[src/rtl/tpwm_pkg.sv]
// Shared constants, types and decode for the PWM timer block
package tpwm_pkg;
    localparam int          TP_W          = 8;
    localparam logic [7:0]  TP_BOTTOM     = 8'h00;
    localparam logic [7:0]  TP_MAX        = 8'hff;
    localparam logic [2:0]  TP_PC_8       = 3'h1;
    localparam logic [2:0]  TP_FAST_8     = 3'h3;
    localparam logic [2:0]  TP_PC_A       = 3'h5;
    localparam logic [2:0]  TP_FAST_A     = 3'h7;
    localparam logic [1:0]  TP_COM_OFF    = 2'h0;
    localparam logic [1:0]  TP_COM_TOG    = 2'h1;
    localparam int          TP_ADDR_W     = 5;
    localparam logic [4:0]  TP_OFF_CTRL   = 5'h00;
    localparam logic [4:0]  TP_OFF_CMPA   = 5'h04;
    localparam logic [4:0]  TP_OFF_CMPB   = 5'h08;
    localparam logic [4:0]  TP_OFF_COUNT  = 5'h0c;
    localparam logic [4:0]  TP_OFF_STAT   = 5'h10;
    localparam int          TP_CTRL_WGM2  = 2;
    localparam int          TP_CTRL_COMB  = 4;
    localparam int          TP_CTRL_COMA  = 6;
    localparam logic [7:0]  TP_CTRL_MASK  = 8'hf7;
    localparam logic [7:0]  TP_CTRL_RST   = 8'h00;
    localparam logic [7:0]  TP_CMP_RST    = 8'h00;
    localparam int          TP_STAT_OVF   = 0;
    localparam int          TP_STAT_UP    = 1;
    localparam logic [1:0]  TP_RESP_OKAY  = 2'h0;
    localparam logic [1:0]  TP_RESP_SLV   = 2'h2;

    typedef enum logic [1:0] {
        TPWM_UP   = 2'b01,
        TPWM_DOWN = 2'b10
    } tpwm_dir_t;

    function automatic logic tp_hit(input logic [TP_ADDR_W-1:0] a);
        return (a == TP_OFF_CTRL) || (a == TP_OFF_CMPA) ||
               (a == TP_OFF_CMPB) || (a == TP_OFF_COUNT) ||
               (a == TP_OFF_STAT);
    endfunction
endpackage

[src/rtl/tpwm_top.sv]
// Timer PWM waveform block with AXI4-Lite register access
`timescale 1ns/10ps
// Operation
// - Modes 3 and 7 count up from zero to the ceiling, then restart.
// - Fast ceiling is 0xFF in mode 3, compare_a in mode 7.
// - Fast output mode two clears on match, sets at zero; three inverts.
// - Fast counter increments to the ceiling, then clears next tick.
// - Fast mode raises overflow_flag whenever the counter hits the ceiling.
// - Fast mode, bit2 set, channel A mode one toggles on match.
// - Fast bottom update happens in the tick the counter wraps.
// - Fast compare zero yields a one-tick pulse each ceiling-plus-one ticks.
// - Fast compare at ceiling yields constant level set by polarity.
// - Compare double buffering stays active in fast mode, toggle included.
// - Modes 1 and 5 run dual slope; ceiling 0xFF or compare_a.
// - Dual slope reverses at ceiling, holding it for exactly one tick.
// - Non-inverting dual slope clears on up match, sets on down match.
// - Dual slope raises overflow_flag whenever the counter reaches zero while counting down.
// - Dual slope modes two and three set polarity; channel A may toggle in mode 5 only (bit2 set).
// - Dual slope compare zero holds low, ceiling holds high, non-inverted.
// - Dual slope compare at ceiling gives the down-match level.
// - Leaving ceiling compare forces up-match level at period start.
// - A missed up match also forces the up-match level.
// - Output mode zero does nothing and leaves the pin to the port.
module tpwm_top
    import tpwm_pkg::*;
(
    input  wire logic                 i_mclk,
    input  wire logic                 i_reset_n,
    input  wire logic                 i_tick,
    input  wire logic [TP_ADDR_W-1:0] i_awaddr,
    input  wire logic                 i_awvalid,
    output logic                      o_awready,
    input  wire logic [31:0]          i_wdata,
    input  wire logic [3:0]           i_wstrb,
    input  wire logic                 i_wvalid,
    output logic                      o_wready,
    output logic [1:0]                o_bresp,
    output logic                      o_bvalid,
    input  wire logic                 i_bready,
    input  wire logic [TP_ADDR_W-1:0] i_araddr,
    input  wire logic                 i_arvalid,
    output logic                      o_arready,
    output logic [31:0]               o_rdata,
    output logic [1:0]                o_rresp,
    output logic                      o_rvalid,
    input  wire logic                 i_rready,
    output logic                      o_output_a,
    output logic                      o_output_b,
    output logic                      o_ovr_a,
    output logic                      o_ovr_b,
    output logic                      o_overflow_flag,
    output logic [TP_W-1:0]           o_count_value
);
    logic            rst_s1_q;
    logic            rst_n_q;
    logic [7:0]      ctrl_q;
    logic [TP_W-1:0] cmpa_buf_q;
    logic [TP_W-1:0] cmpb_buf_q;
    logic [TP_W-1:0] cmpa_q;
    logic [TP_W-1:0] cmpb_q;
    logic [TP_W-1:0] cnt_q;
    logic [TP_W-1:0] cnt_d;
    tpwm_dir_t       dir_q;
    tpwm_dir_t       dir_d;
    logic            ovf_q;
    logic            blk_q;
    logic            wr;
    logic            rd;
    logic [31:0]     rd_word;

    // Reset is released through two flops; assertion stays asynchronous
    always_ff @(posedge i_mclk or negedge i_reset_n)
    begin
        if (!i_reset_n)
        begin
            rst_s1_q <= 1'b0;
            rst_n_q  <= 1'b0;
        end
        else
        begin
            rst_s1_q <= 1'b1;
            rst_n_q  <= rst_s1_q;
        end
    end

    tpwm_axil u_axil (
        .i_mclk    (i_mclk),
        .i_rst_n   (rst_n_q),
        .i_awaddr  (i_awaddr),
        .i_awvalid (i_awvalid),
        .o_awready (o_awready),
        .i_wdata   (i_wdata),
        .i_wstrb   (i_wstrb),
        .i_wvalid  (i_wvalid),
        .o_wready  (o_wready),
        .o_bresp   (o_bresp),
        .o_bvalid  (o_bvalid),
        .i_bready  (i_bready),
        .i_araddr  (i_araddr),
        .i_arvalid (i_arvalid),
        .o_arready (o_arready),
        .o_rdata   (o_rdata),
        .o_rresp   (o_rresp),
        .o_rvalid  (o_rvalid),
        .i_rready  (i_rready),
        .o_wr      (wr),
        .o_rd      (rd),
        .i_rd_word (rd_word)
    );

    // Register write decode
    wire [TP_W-1:0] wbyte  = i_wdata[TP_W-1:0];
    wire wr_ctrl  = wr && (i_awaddr == TP_OFF_CTRL);
    wire wr_cmpa  = wr && (i_awaddr == TP_OFF_CMPA);
    wire wr_cmpb  = wr && (i_awaddr == TP_OFF_CMPB);
    wire wr_cnt   = wr && (i_awaddr == TP_OFF_COUNT);
    wire ovf_clr  = wr && (i_awaddr == TP_OFF_STAT) && wbyte[TP_STAT_OVF];

    // Mode decode
    wire [2:0] wgm  = {ctrl_q[TP_CTRL_WGM2], ctrl_q[1:0]};
    wire fast       = (wgm == TP_FAST_8) || (wgm == TP_FAST_A);
    wire pc         = (wgm == TP_PC_8) || (wgm == TP_PC_A);
    wire top_from_a = (wgm == TP_FAST_A) || (wgm == TP_PC_A);
    wire [TP_W-1:0] top = top_from_a ? cmpa_q : TP_MAX;
    wire at_top     = (cnt_q == top);
    wire at_bot     = (cnt_q == TP_BOTTOM);
    wire going_up   = (dir_q == TPWM_UP);
    wire [1:0] com_a = ctrl_q[TP_CTRL_COMA +: 2];
    wire [1:0] com_b = ctrl_q[TP_CTRL_COMB +: 2];

    // Buffered compares reach the comparators on the ceiling tick in PWM modes (counting up in dual slope), every cycle otherwise
    wire ld_fast = i_tick && fast && at_top;
    wire ld_pc   = i_tick && pc && at_top && going_up;
    wire ld      = !(fast || pc) || ld_fast || ld_pc;

    wire [TP_W-1:0] cnt_inc = cnt_q + 8'h01;
    wire [TP_W-1:0] cnt_dec = cnt_q - 8'h01;
    wire pc_turn_dn = going_up && at_top && !at_bot;
    wire pc_turn_up = !going_up && at_bot;

    always_comb
    begin
        cnt_d = cnt_q;
        dir_d = dir_q;
        if (!(fast || pc))
            dir_d = TPWM_UP;
        if (wr_cnt)
            cnt_d = wbyte;
        else if (i_tick && fast)
            cnt_d = at_top ? TP_BOTTOM : cnt_inc;
        else if (i_tick && pc)
        begin
            case (dir_q)
                TPWM_UP:
                begin
                    if (at_top && at_bot)
                        cnt_d = TP_BOTTOM;
                    else if (pc_turn_dn)
                    begin
                        cnt_d = cnt_dec;
                        dir_d = TPWM_DOWN;
                    end
                    else
                        cnt_d = cnt_inc;
                end
                TPWM_DOWN:
                begin
                    if (pc_turn_up)
                    begin
                        cnt_d = cnt_inc;
                        dir_d = TPWM_UP;
                    end
                    else
                        cnt_d = cnt_dec;
                end
                default:
                begin
                    cnt_d = TP_BOTTOM;
                    dir_d = TPWM_UP;
                end
            endcase
        end
        else if (i_tick)
            cnt_d = cnt_inc;
    end

    // Overflow events; a set in the clearing cycle wins
    wire ovf_fast = i_tick && fast && at_top;
    wire ovf_pc   = i_tick && pc && at_bot && !going_up;
    wire ovf_norm = i_tick && !(fast || pc) && (cnt_q == TP_MAX);
    wire ovf_set  = ovf_fast || ovf_pc || ovf_norm;

    always_ff @(posedge i_mclk or negedge rst_n_q)
    begin
        if (!rst_n_q)
        begin
            ctrl_q     <= TP_CTRL_RST;
            cmpa_buf_q <= TP_CMP_RST;
            cmpb_buf_q <= TP_CMP_RST;
            cmpa_q     <= TP_CMP_RST;
            cmpb_q     <= TP_CMP_RST;
            cnt_q      <= TP_BOTTOM;
            dir_q      <= TPWM_UP;
            ovf_q      <= 1'b0;
            blk_q      <= 1'b0;
        end
        else
        begin
            if (wr_ctrl)
                ctrl_q <= wbyte & TP_CTRL_MASK;
            if (wr_cmpa)
                cmpa_buf_q <= wbyte;
            if (wr_cmpb)
                cmpb_buf_q <= wbyte;
            if (ld)
            begin
                cmpa_q <= cmpa_buf_q;
                cmpb_q <= cmpb_buf_q;
            end
            cnt_q <= cnt_d;
            dir_q <= dir_d;
            ovf_q <= ovf_set || (ovf_q && !ovf_clr);
            // A count write masks matches for the following tick
            blk_q <= wr_cnt || (blk_q && !i_tick);
        end
    end

    // Read mux; reserved bits read zero
    wire [31:0] rd_ctrl = {24'h000000, ctrl_q};
    wire [31:0] rd_cmpa = {24'h000000, cmpa_buf_q};
    wire [31:0] rd_cmpb = {24'h000000, cmpb_buf_q};
    wire [31:0] rd_cnt  = {24'h000000, cnt_q};
    wire [31:0] rd_stat = {30'h00000000, going_up, ovf_q};
    assign rd_word = (i_araddr == TP_OFF_CTRL)  ? rd_ctrl :
                     (i_araddr == TP_OFF_CMPA)  ? rd_cmpa :
                     (i_araddr == TP_OFF_CMPB)  ? rd_cmpb :
                     (i_araddr == TP_OFF_COUNT) ? rd_cnt  :
                     (i_araddr == TP_OFF_STAT)  ? rd_stat : 32'h00000000;

    wire blk = blk_q || wr_cnt;

    // Channel A may toggle, channel B may not
    tpwm_chan #(.TOG_OK(1'b1)) u_chan_a (
        .i_mclk  (i_mclk),
        .i_rst_n (rst_n_q),
        .i_tick  (i_tick),
        .i_fast  (fast),
        .i_pc    (pc),
        .i_blk   (blk),
        .i_up    (going_up),
        .i_cnt   (cnt_q),
        .i_top   (top),
        .i_ocr   (cmpa_q),
        .i_mode  (com_a),
        .i_bit2  (ctrl_q[TP_CTRL_WGM2]),
        .o_out   (o_output_a),
        .o_ovr   (o_ovr_a)
    );

    tpwm_chan #(.TOG_OK(1'b0)) u_chan_b (
        .i_mclk  (i_mclk),
        .i_rst_n (rst_n_q),
        .i_tick  (i_tick),
        .i_fast  (fast),
        .i_pc    (pc),
        .i_blk   (blk),
        .i_up    (going_up),
        .i_cnt   (cnt_q),
        .i_top   (top),
        .i_ocr   (cmpb_q),
        .i_mode  (com_b),
        .i_bit2  (ctrl_q[TP_CTRL_WGM2]),
        .o_out   (o_output_b),
        .o_ovr   (o_ovr_b)
    );

    assign o_overflow_flag = ovf_q;
    assign o_count_value   = cnt_q;

    AST_FAST_WRAP: assert property (@(posedge i_mclk) disable iff (!rst_n_q)
        (i_tick && fast && at_top && !wr_cnt) |=> (cnt_q == TP_BOTTOM))
        else $error("fast counter did not wrap at ceiling");
    AST_FAST_INC: assert property (@(posedge i_mclk) disable iff (!rst_n_q)
        (i_tick && fast && !at_top && !wr_cnt)
        |=> (cnt_q == $past(cnt_inc)))
        else $error("fast counter did not increment");
    AST_FAST_MAX: assert property (@(posedge i_mclk) disable iff (!rst_n_q)
        (i_tick && wgm == TP_FAST_8 && cnt_q == TP_MAX && !wr_cnt)
        |=> (cnt_q == TP_BOTTOM))
        else $error("mode 3 ceiling is not 0xff");
    AST_OVF_FAST: assert property (@(posedge i_mclk) disable iff (!rst_n_q)
        (i_tick && fast && at_top) |=> ovf_q)
        else $error("overflow not raised at fast ceiling");
    AST_OVF_PC: assert property (@(posedge i_mclk) disable iff (!rst_n_q)
        (i_tick && pc && at_bot && !going_up) |=> ovf_q)
        else $error("overflow not raised at dual slope bottom");
    AST_PC_HOLD: assert property (@(posedge i_mclk) disable iff (!rst_n_q)
        (i_tick && pc && pc_turn_dn && !wr_cnt)
        |=> (dir_q == TPWM_DOWN) && (cnt_q == $past(cnt_dec)))
        else $error("dual slope did not turn at ceiling");
    AST_PC_LOAD: assert property (@(posedge i_mclk) disable iff (!rst_n_q)
        ld_pc |=> (cmpa_q == $past(cmpa_buf_q)))
        else $error("compare not loaded at dual slope ceiling");
    AST_BUF_HOLD: assert property (@(posedge i_mclk) disable iff (!rst_n_q)
        (fast && !ld_fast) |=> (cmpb_q == $past(cmpb_q)))
        else $error("compare changed outside wrap in fast mode");
    AST_NO_TICK: assert property (@(posedge i_mclk) disable iff (!rst_n_q)
        (!i_tick && !wr_cnt) |=> (cnt_q == $past(cnt_q)))
        else $error("counter moved without a tick");
endmodule

[src/rtl/tpwm_axil.sv]
// AXI4-Lite slave front end, one write and one read at a time
`timescale 1ns/10ps
module tpwm_axil
    import tpwm_pkg::*;
(
    input  wire logic                 i_mclk,
    input  wire logic                 i_rst_n,
    input  wire logic [TP_ADDR_W-1:0] i_awaddr,
    input  wire logic                 i_awvalid,
    output logic                      o_awready,
    input  wire logic [31:0]          i_wdata,
    input  wire logic [3:0]           i_wstrb,
    input  wire logic                 i_wvalid,
    output logic                      o_wready,
    output logic [1:0]                o_bresp,
    output logic                      o_bvalid,
    input  wire logic                 i_bready,
    input  wire logic [TP_ADDR_W-1:0] i_araddr,
    input  wire logic                 i_arvalid,
    output logic                      o_arready,
    output logic [31:0]               o_rdata,
    output logic [1:0]                o_rresp,
    output logic                      o_rvalid,
    input  wire logic                 i_rready,
    output logic                      o_wr,
    output logic                      o_rd,
    input  wire logic [31:0]          i_rd_word
);
    logic bvalid_q;
    logic rvalid_q;
    logic [1:0] bresp_q;
    logic [1:0] rresp_q;
    logic [31:0] rdata_q;
    wire  wr_take = i_awvalid && i_wvalid && !bvalid_q;
    wire  rd_take = i_arvalid && !rvalid_q;

    // Address and data are taken together so no half-write is held
    assign o_awready = wr_take;
    assign o_wready  = wr_take;
    assign o_arready = !rvalid_q;
    assign o_wr      = wr_take && tp_hit(i_awaddr) && i_wstrb[0];
    assign o_rd      = rd_take;
    assign o_bvalid  = bvalid_q;
    assign o_bresp   = bresp_q;
    assign o_rvalid  = rvalid_q;
    assign o_rresp   = rresp_q;
    assign o_rdata   = rdata_q;

    always_ff @(posedge i_mclk or negedge i_rst_n)
    begin
        if (!i_rst_n)
        begin
            bvalid_q <= 1'b0;
            bresp_q  <= TP_RESP_OKAY;
        end
        else if (wr_take)
        begin
            bvalid_q <= 1'b1;
            bresp_q  <= tp_hit(i_awaddr) ? TP_RESP_OKAY : TP_RESP_SLV;
        end
        else if (i_bready)
            bvalid_q <= 1'b0;
    end

    always_ff @(posedge i_mclk or negedge i_rst_n)
    begin
        if (!i_rst_n)
        begin
            rvalid_q <= 1'b0;
            rresp_q  <= TP_RESP_OKAY;
            rdata_q  <= 32'h0000_0000;
        end
        else if (rd_take)
        begin
            rvalid_q <= 1'b1;
            rresp_q  <= tp_hit(i_araddr) ? TP_RESP_OKAY : TP_RESP_SLV;
            rdata_q  <= tp_hit(i_araddr) ? i_rd_word : 32'h0000_0000;
        end
        else if (i_rready)
            rvalid_q <= 1'b0;
    end
endmodule

[src/rtl/tpwm_chan.sv]
// One compare output channel: waveform level and port override
`timescale 1ns/10ps
module tpwm_chan
    import tpwm_pkg::*;
#(
    parameter bit TOG_OK = 1'b1
)
(
    input  wire logic            i_mclk,
    input  wire logic            i_rst_n,
    input  wire logic            i_tick,
    input  wire logic            i_fast,
    input  wire logic            i_pc,
    input  wire logic            i_blk,
    input  wire logic            i_up,
    input  wire logic [TP_W-1:0] i_cnt,
    input  wire logic [TP_W-1:0] i_top,
    input  wire logic [TP_W-1:0] i_ocr,
    input  wire logic [1:0]      i_mode,
    input  wire logic            i_bit2,
    output logic                 o_out,
    output logic                 o_ovr
);
    logic out_q;
    logic seen_up_q;
    logic sym_q;
    logic ocr_top_q;
    wire pwm     = i_mode[1] && (i_fast || i_pc);
    wire tog     = TOG_OK && i_bit2 && (i_mode == TP_COM_TOG);
    wire match   = (i_cnt == i_ocr) && !i_blk;
    wire ocr_top = (i_ocr == i_top);
    wire at_top  = (i_cnt == i_top);
    wire at_bot  = (i_cnt == TP_BOTTOM);
    wire up_lvl  = i_mode[0];
    wire eff_up  = i_up || at_bot;
    wire leave   = i_pc && ocr_top_q && !ocr_top;
    wire missed  = i_pc && pwm && at_top && !seen_up_q && !ocr_top;
    logic out_d;

    always_comb
    begin
        out_d = out_q;
        if (i_tick && (i_fast || i_pc) && tog && match)
            out_d = !out_q;
        else if (i_tick && i_fast && pwm && at_top)
            out_d = !i_mode[0];
        else if (i_tick && i_fast && pwm && match && !ocr_top)
            out_d = i_mode[0];
        else if (i_tick && i_pc && pwm && ocr_top && at_top)
            out_d = !up_lvl;
        else if (i_tick && missed)
            out_d = up_lvl;
        else if (i_tick && i_pc && pwm && at_bot && sym_q)
            out_d = up_lvl;
        else if (i_tick && i_pc && pwm && match)
            out_d = eff_up ? up_lvl : !up_lvl;
    end

    always_ff @(posedge i_mclk or negedge i_rst_n)
    begin
        if (!i_rst_n)
        begin
            out_q     <= 1'b0;
            seen_up_q <= 1'b0;
            sym_q     <= 1'b0;
            ocr_top_q <= 1'b0;
        end
        else
        begin
            out_q <= out_d;
            if (i_tick)
            begin
                ocr_top_q <= ocr_top;
                seen_up_q <= (match && eff_up) || (seen_up_q && !at_bot);
                sym_q     <= leave || (sym_q && !at_bot);
            end
        end
    end

    // Mode zero leaves the pin to the port; toggle only where allowed
    assign o_ovr = i_mode[1] ||
                   (i_mode[0] && TOG_OK && (i_bit2 || !(i_fast || i_pc)));
    assign o_out = out_q;

    AST_OFF_HOLD: assert property (@(posedge i_mclk) disable iff (!i_rst_n)
        (i_mode == TP_COM_OFF) |=> (out_q == $past(out_q)))
        else $error("output moved with output mode off");
    AST_FAST_BOT: assert property (@(posedge i_mclk) disable iff (!i_rst_n)
        (i_tick && i_fast && i_mode[1] && at_top)
        |=> (out_q != $past(i_mode[0])))
        else $error("bottom level not applied at wrap");
    AST_PC_TOP: assert property (@(posedge i_mclk) disable iff (!i_rst_n)
        (i_tick && i_pc && i_mode[1] && ocr_top && at_top)
        |=> (out_q == !$past(up_lvl)))
        else $error("top compare level wrong in dual slope");
endmodule

[config.mk]
export PLATFORM = sky130hd
export DESIGN_NAME = tpwm_top
export DESIGN_NICKNAME = d
export VERILOG_FILES = /design/src/rtl/tpwm_pkg.sv /design/src/rtl/tpwm_top.sv /design/src/rtl/tpwm_axil.sv /design/src/rtl/tpwm_chan.sv
export SDC_FILE = /design/constraint.sdc
export NUM_CORES = 1
export LEC_CHECK = 0
export BUFFER_PORTS_ARGS = -buffer_cell sky130_fd_sc_hd__buf_2
export CAP_MARGIN = 20
export CORE_MARGIN = 2
export CORE_UTILIZATION = 45
export CTS_BUF_LIST = sky130_fd_sc_hd__clkbuf_4 sky130_fd_sc_hd__clkbuf_8
export CTS_CLUSTER_SIZE = 10
export DETAILED_ROUTE_END_ITERATION = 6
export PLACE_DENSITY = 0.69
export SLEW_MARGIN = 20
export SYNTH_ARGS = -nofsm -noshare
export SYNTH_HDL_FRONTEND = slang
export SYNTH_HIERARCHICAL = 1
export SYNTH_SLANG_ARGS = --single-unit
[constraint.sdc]
create_clock -name i_mclk -period 6.7 [get_ports i_mclk]
set_clock_uncertainty 0.05 [all_clocks]
set_input_delay 0.67 -clock i_mclk [delete_from_list [all_inputs] [get_ports i_mclk]]
set_output_delay 0.67 -clock i_mclk [all_outputs]
set_load 0.03 [all_outputs]
==> flow_metrics.py <==
metrics = {
    "die": {
        "die_w_um": 121,
        "die_area_mm2": 0.0146,
        "core_mm2": 0.0133,
        "placementRows": 42,
        "floorplan.initialDensity_pct": 46.3,
        "fp.dieH_um": 121,
        "io-pin-count": 108,
    },
    "timing": {
        "fmax_mhz": 289,
        "timing.hold.ws_ps": 234,
        "setup_viol": 0,
        "fin_crit_ps": 3460,
        "grt_setup_unrepaired": "no",
        "drv_slew": 0,
        "setup_tns_ps": 0,
        "worstMarginPinSlew_ps": 1050,
        "hold_viol": 0,
        "slew_headroom_pct": 29.5,
        "min_period_over_period_pct": 51.6,
        "setup_ws_ps": 3240,
    },
    "critical_path": {
        "crit_chain": "nor2b_1 -> nand2_1 -> nor2_1 -> nand3_1 -> o21a_4 -> nand2b_4 -> a211o_1 -> a31oi_1",
        "crit_arrival_ps": 3700,
        "worstRegToRegCells": 8,
        "r2r_start": "ctrl_q[0]$_DFFE_PN0P_",
        "crit_slowest_cell": "nor2b_1",
        "slowest_delay_ps": 910,
        "path_class": "reg2reg",
        "endpoint_kind": "register",
        "startpoint_type": "register",
        "crit_buf_inv": 0,
        "worstPathRequired_ps": 6950,
        "reg2reg_slack_ps": 3240,
        "cp_top_family": "simple AND/OR/NAND/NOR gates",
        "cp_max_fo": 17,
        "reg2reg_to": "o_count_value[7]$_DFFE_PN0P_",
    },
    "synth": {
        "synth_most_common_cell": "nand2_1",
        "syn_inst": 671,
        "synth_top_cell_by_area": "dfrtp_1",
        "yosysTopAreaCellShare_pct": 39.1,
        "synth_ff_type": "dfrtp_1",
        "synthTopCellsByArea": "dfrtp_1 39%, mux2_2 7.7%, nand2_1 6.8%, xor2_1 5.0%, xnor2_1 3.1%",
        "avgSynthCellArea_um2": 9.17,
        "netlist_top_cells_count": "112 x nand2_1, 96 x dfrtp_1, 42 x mux2_2, 36 x nor2_1, 35 x xor2_1",
        "netlist_area_mm2": 0.00615,
        "yosys_warnings": 6,
        "synth_edf_count": 0,
        "ys_seq_area_share_pct": 39.5,
        "ys_async_sr_fraction_pct": 100,
        "synth_cell_types": 74,
        "synth_seq_cells": 97,
    },
    "layout": {
        "stdcell_area_mm2": 0.00682,
        "area_growth_syn_to_layout_pct": 10.9,
        "drive_above_1_share_pct": 23.4,
        "insertedDiodeCount": 0,
        "finalNetCount": 804,
        "final_core_util_pct": 51.3,
        "nFillCells": 1230,
    },
    "detailed_routing": {
        "vias_per_cell": 5.77,
        "wl_per_cell_um": 17.7,
        "detail_route.wirelength_mm": 16.4,
        "drtIter0Drc": 542,
        "vias": 5353,
        "dr.pass1.iters": 5,
        "drc": 0,
        "ant_nets": 0,
    },
    "clocking": {
        "h-tree-depth": 3,
        "root_buffer": "clkbuf_8",
        "worstSkewPairLatency_ps": 380,
        "cts_tree": "done",
        "cts_buffer_depth": 2,
        "clock_sinks": 97,
        "cts_buffers": 9,
        "cts.clk_slew.worst_paths_ps": 100,
        "cts-resized-gates": 0,
    },
    "grt": {
        "grt_util_all_layers_pct": 22.7,
        "grt_pass1_wl_mm": 26.2,
        "grt_pass1_vias": 5116,
        "grt_max_degree": 62,
        "antenna_found_initial": 0,
        "gr-total-overflow": 0,
    },
    "place": {
        "dpl-instance-area_mm2": 0.00661,
        "dp_hpwl_mm": 11.5,
        "place.gp.congestion": 0.937,
        "dp_slack_ps": 2950,
        "port_buffers": 78,
    },
    "power": {
        "p_leak_nw": 3.05,
        "switching_share_pct": 38.6,
        "p_clk_share_pct": 25.8,
        "seq_power_share_pct": 48.6,
        "power.density_mw_per_mm2": 230,
        "netSwitchingPower_w": 0.000604,
        "vdd_drop_max_mv": 0.0972,
        "comb_power_share_pct": 25.6,
        "p_int_w": 0.000962,
    },
    "run_status": {
        "outcome": "complete, no violations",
    },
    "run": {
        "drv_cap": 0,
    },
    "min_path": {
        "hp-class": "reg2async",
    },
}
## placed cells by master, fill, tap and decap left out, types with 9 or more instances in the layout
| cell type | instances |
|---|---|
| buf_2 | 78 |
| nor3_1 | 16 |
| o21ai_0 | 30 |
| nor2_1 | 36 |
| mux2_2 | 42 |
| a31oi_1 | 9 |
| nand3_1 | 22 |
| xnor2_1 | 22 |
| a21oi_1 | 10 |
| conb_1 | 27 |
| nand2_1 | 112 |
| nor2b_1 | 9 |
| or2_2 | 13 |
| xor2_1 | 35 |
| dfrtp_1 | 95 |
| clkbuf_8 | 9 |
| nor4_1 | 14 |
| inv_1 | 16 |
| o21ai_1 | 28 |
## sequential cells by signal, indices dropped and copies added, names as in the netlist, 2 cells and up
signal,flops
o_count_value,8
dir_q,2
cmpb_q,8
u_axil/o_rdata,32
cmpb_buf_q,8
cmpa_buf_q,8
ctrl_q,7
cmpa_q,8
## worst reg2reg max path, cell delays in order (launching register included)
cell      delay, ps
dfrtp_1         760
nor2b_1         910
nand2_1         330
nor2_1          350
nand3_1         130
o21a_4          280
nand2b_4        140
a211o_1         260
a31oi_1         160
## cell type report
class	instances	area [µm²]	area share (%)
repair buffers	80	408	5.98
multi-input cells	541	3480	51.1
clock inverters	6	72.6	1.06
clock buffers	10	131	1.93
flip-flops and latches	97	2430	35.7
well taps	176	220	3.23
inverters	17	71.3	1.05
## cells by family (layout without fill, tap and decap cells)
logic type / count (synthesis) / after routing / synth area share [%]
buffers and inverters: 57 / 113 / 5.35
muxes: 51 / 51 / 10.4
xor gates and xnor gates: 57 / 57 / 8.12
AOI/OAI and AO/OA: 127 / 127 / 13.6
DFF: 97 / 97 / 39.5
adders and majority gates: 4 / 4 / 0.814
and+or+nand+nor: 275 / 275 / 22.1
other: 3 / 27 / 0.183
## power groups by stage
stage / Sequential, W / Clock (W) / Combinational [W]
CTS: 0.000758 / 0.000416 / 0.000398
detailed placement: 0.000769 / 0 / 0.000396
global placement: 0.000764 / 0 / 0.000386
global route: 0.000770 / 0.000439 / 0.000436
finish: 0.000760 / 0.000405 / 0.000400
floorplan: 0.000769 / 0 / 0.000273
## through the flow
| step | power, W | std cells |
|---|---|---|
| detailed placement | 0.00116 | 910 |
| CTS | 0.00157 | 927 |
| floorplan | 0.00104 | 695 |
| global placement | 0.00115 | 910 |
| global route | 0.00165 | 927 |
| finish | 0.00157 | 927 |
## worst max path at each step
stage,end,slack (ps),start,depth (start not counted)
after floorplan,blk_q$_DFF_PN0_,3750,rst_n_q$_DFF_PN0_,0
after global placement,u_chan_a/o_out$_DFFE_PN0P_,3090,i_awaddr[3],14
after detailed placement,u_chan_a/o_out$_DFFE_PN0P_,2950,i_awaddr[3],14
after CTS,cmpa_q[5]$_DFFE_PN0P_,3310,o_count_value[1]$_DFFE_PN0P_,6
after global routing,u_chan_a/o_out$_DFFE_PN0P_,2970,i_awaddr[3],14
final,o_count_value[7]$_DFFE_PN0P_,3240,ctrl_q[0]$_DFFE_PN0P_,8
## routing by layer
layer | wire length [µm] | track usage [%] | part of all wire, % | vias up
met3 | 1170 | 4.18 | 7.1 | 43
met2 | 7780 | 35.9 | 47 | 234
met4 | 550 | 10.4 | 3.4 | 0
met1 | 6890 | 30.4 | 42 | 2593
li1 | - | - | - | 2483
met5 | 0 | 0 | 0 | -
## repair_timing
item                                   in CTS  in global routing
endpoints found under the hold margin       2                  0
setup buffers                               0                  0
hold buffers                                1                  0
(Power assumes the default switching activity.)
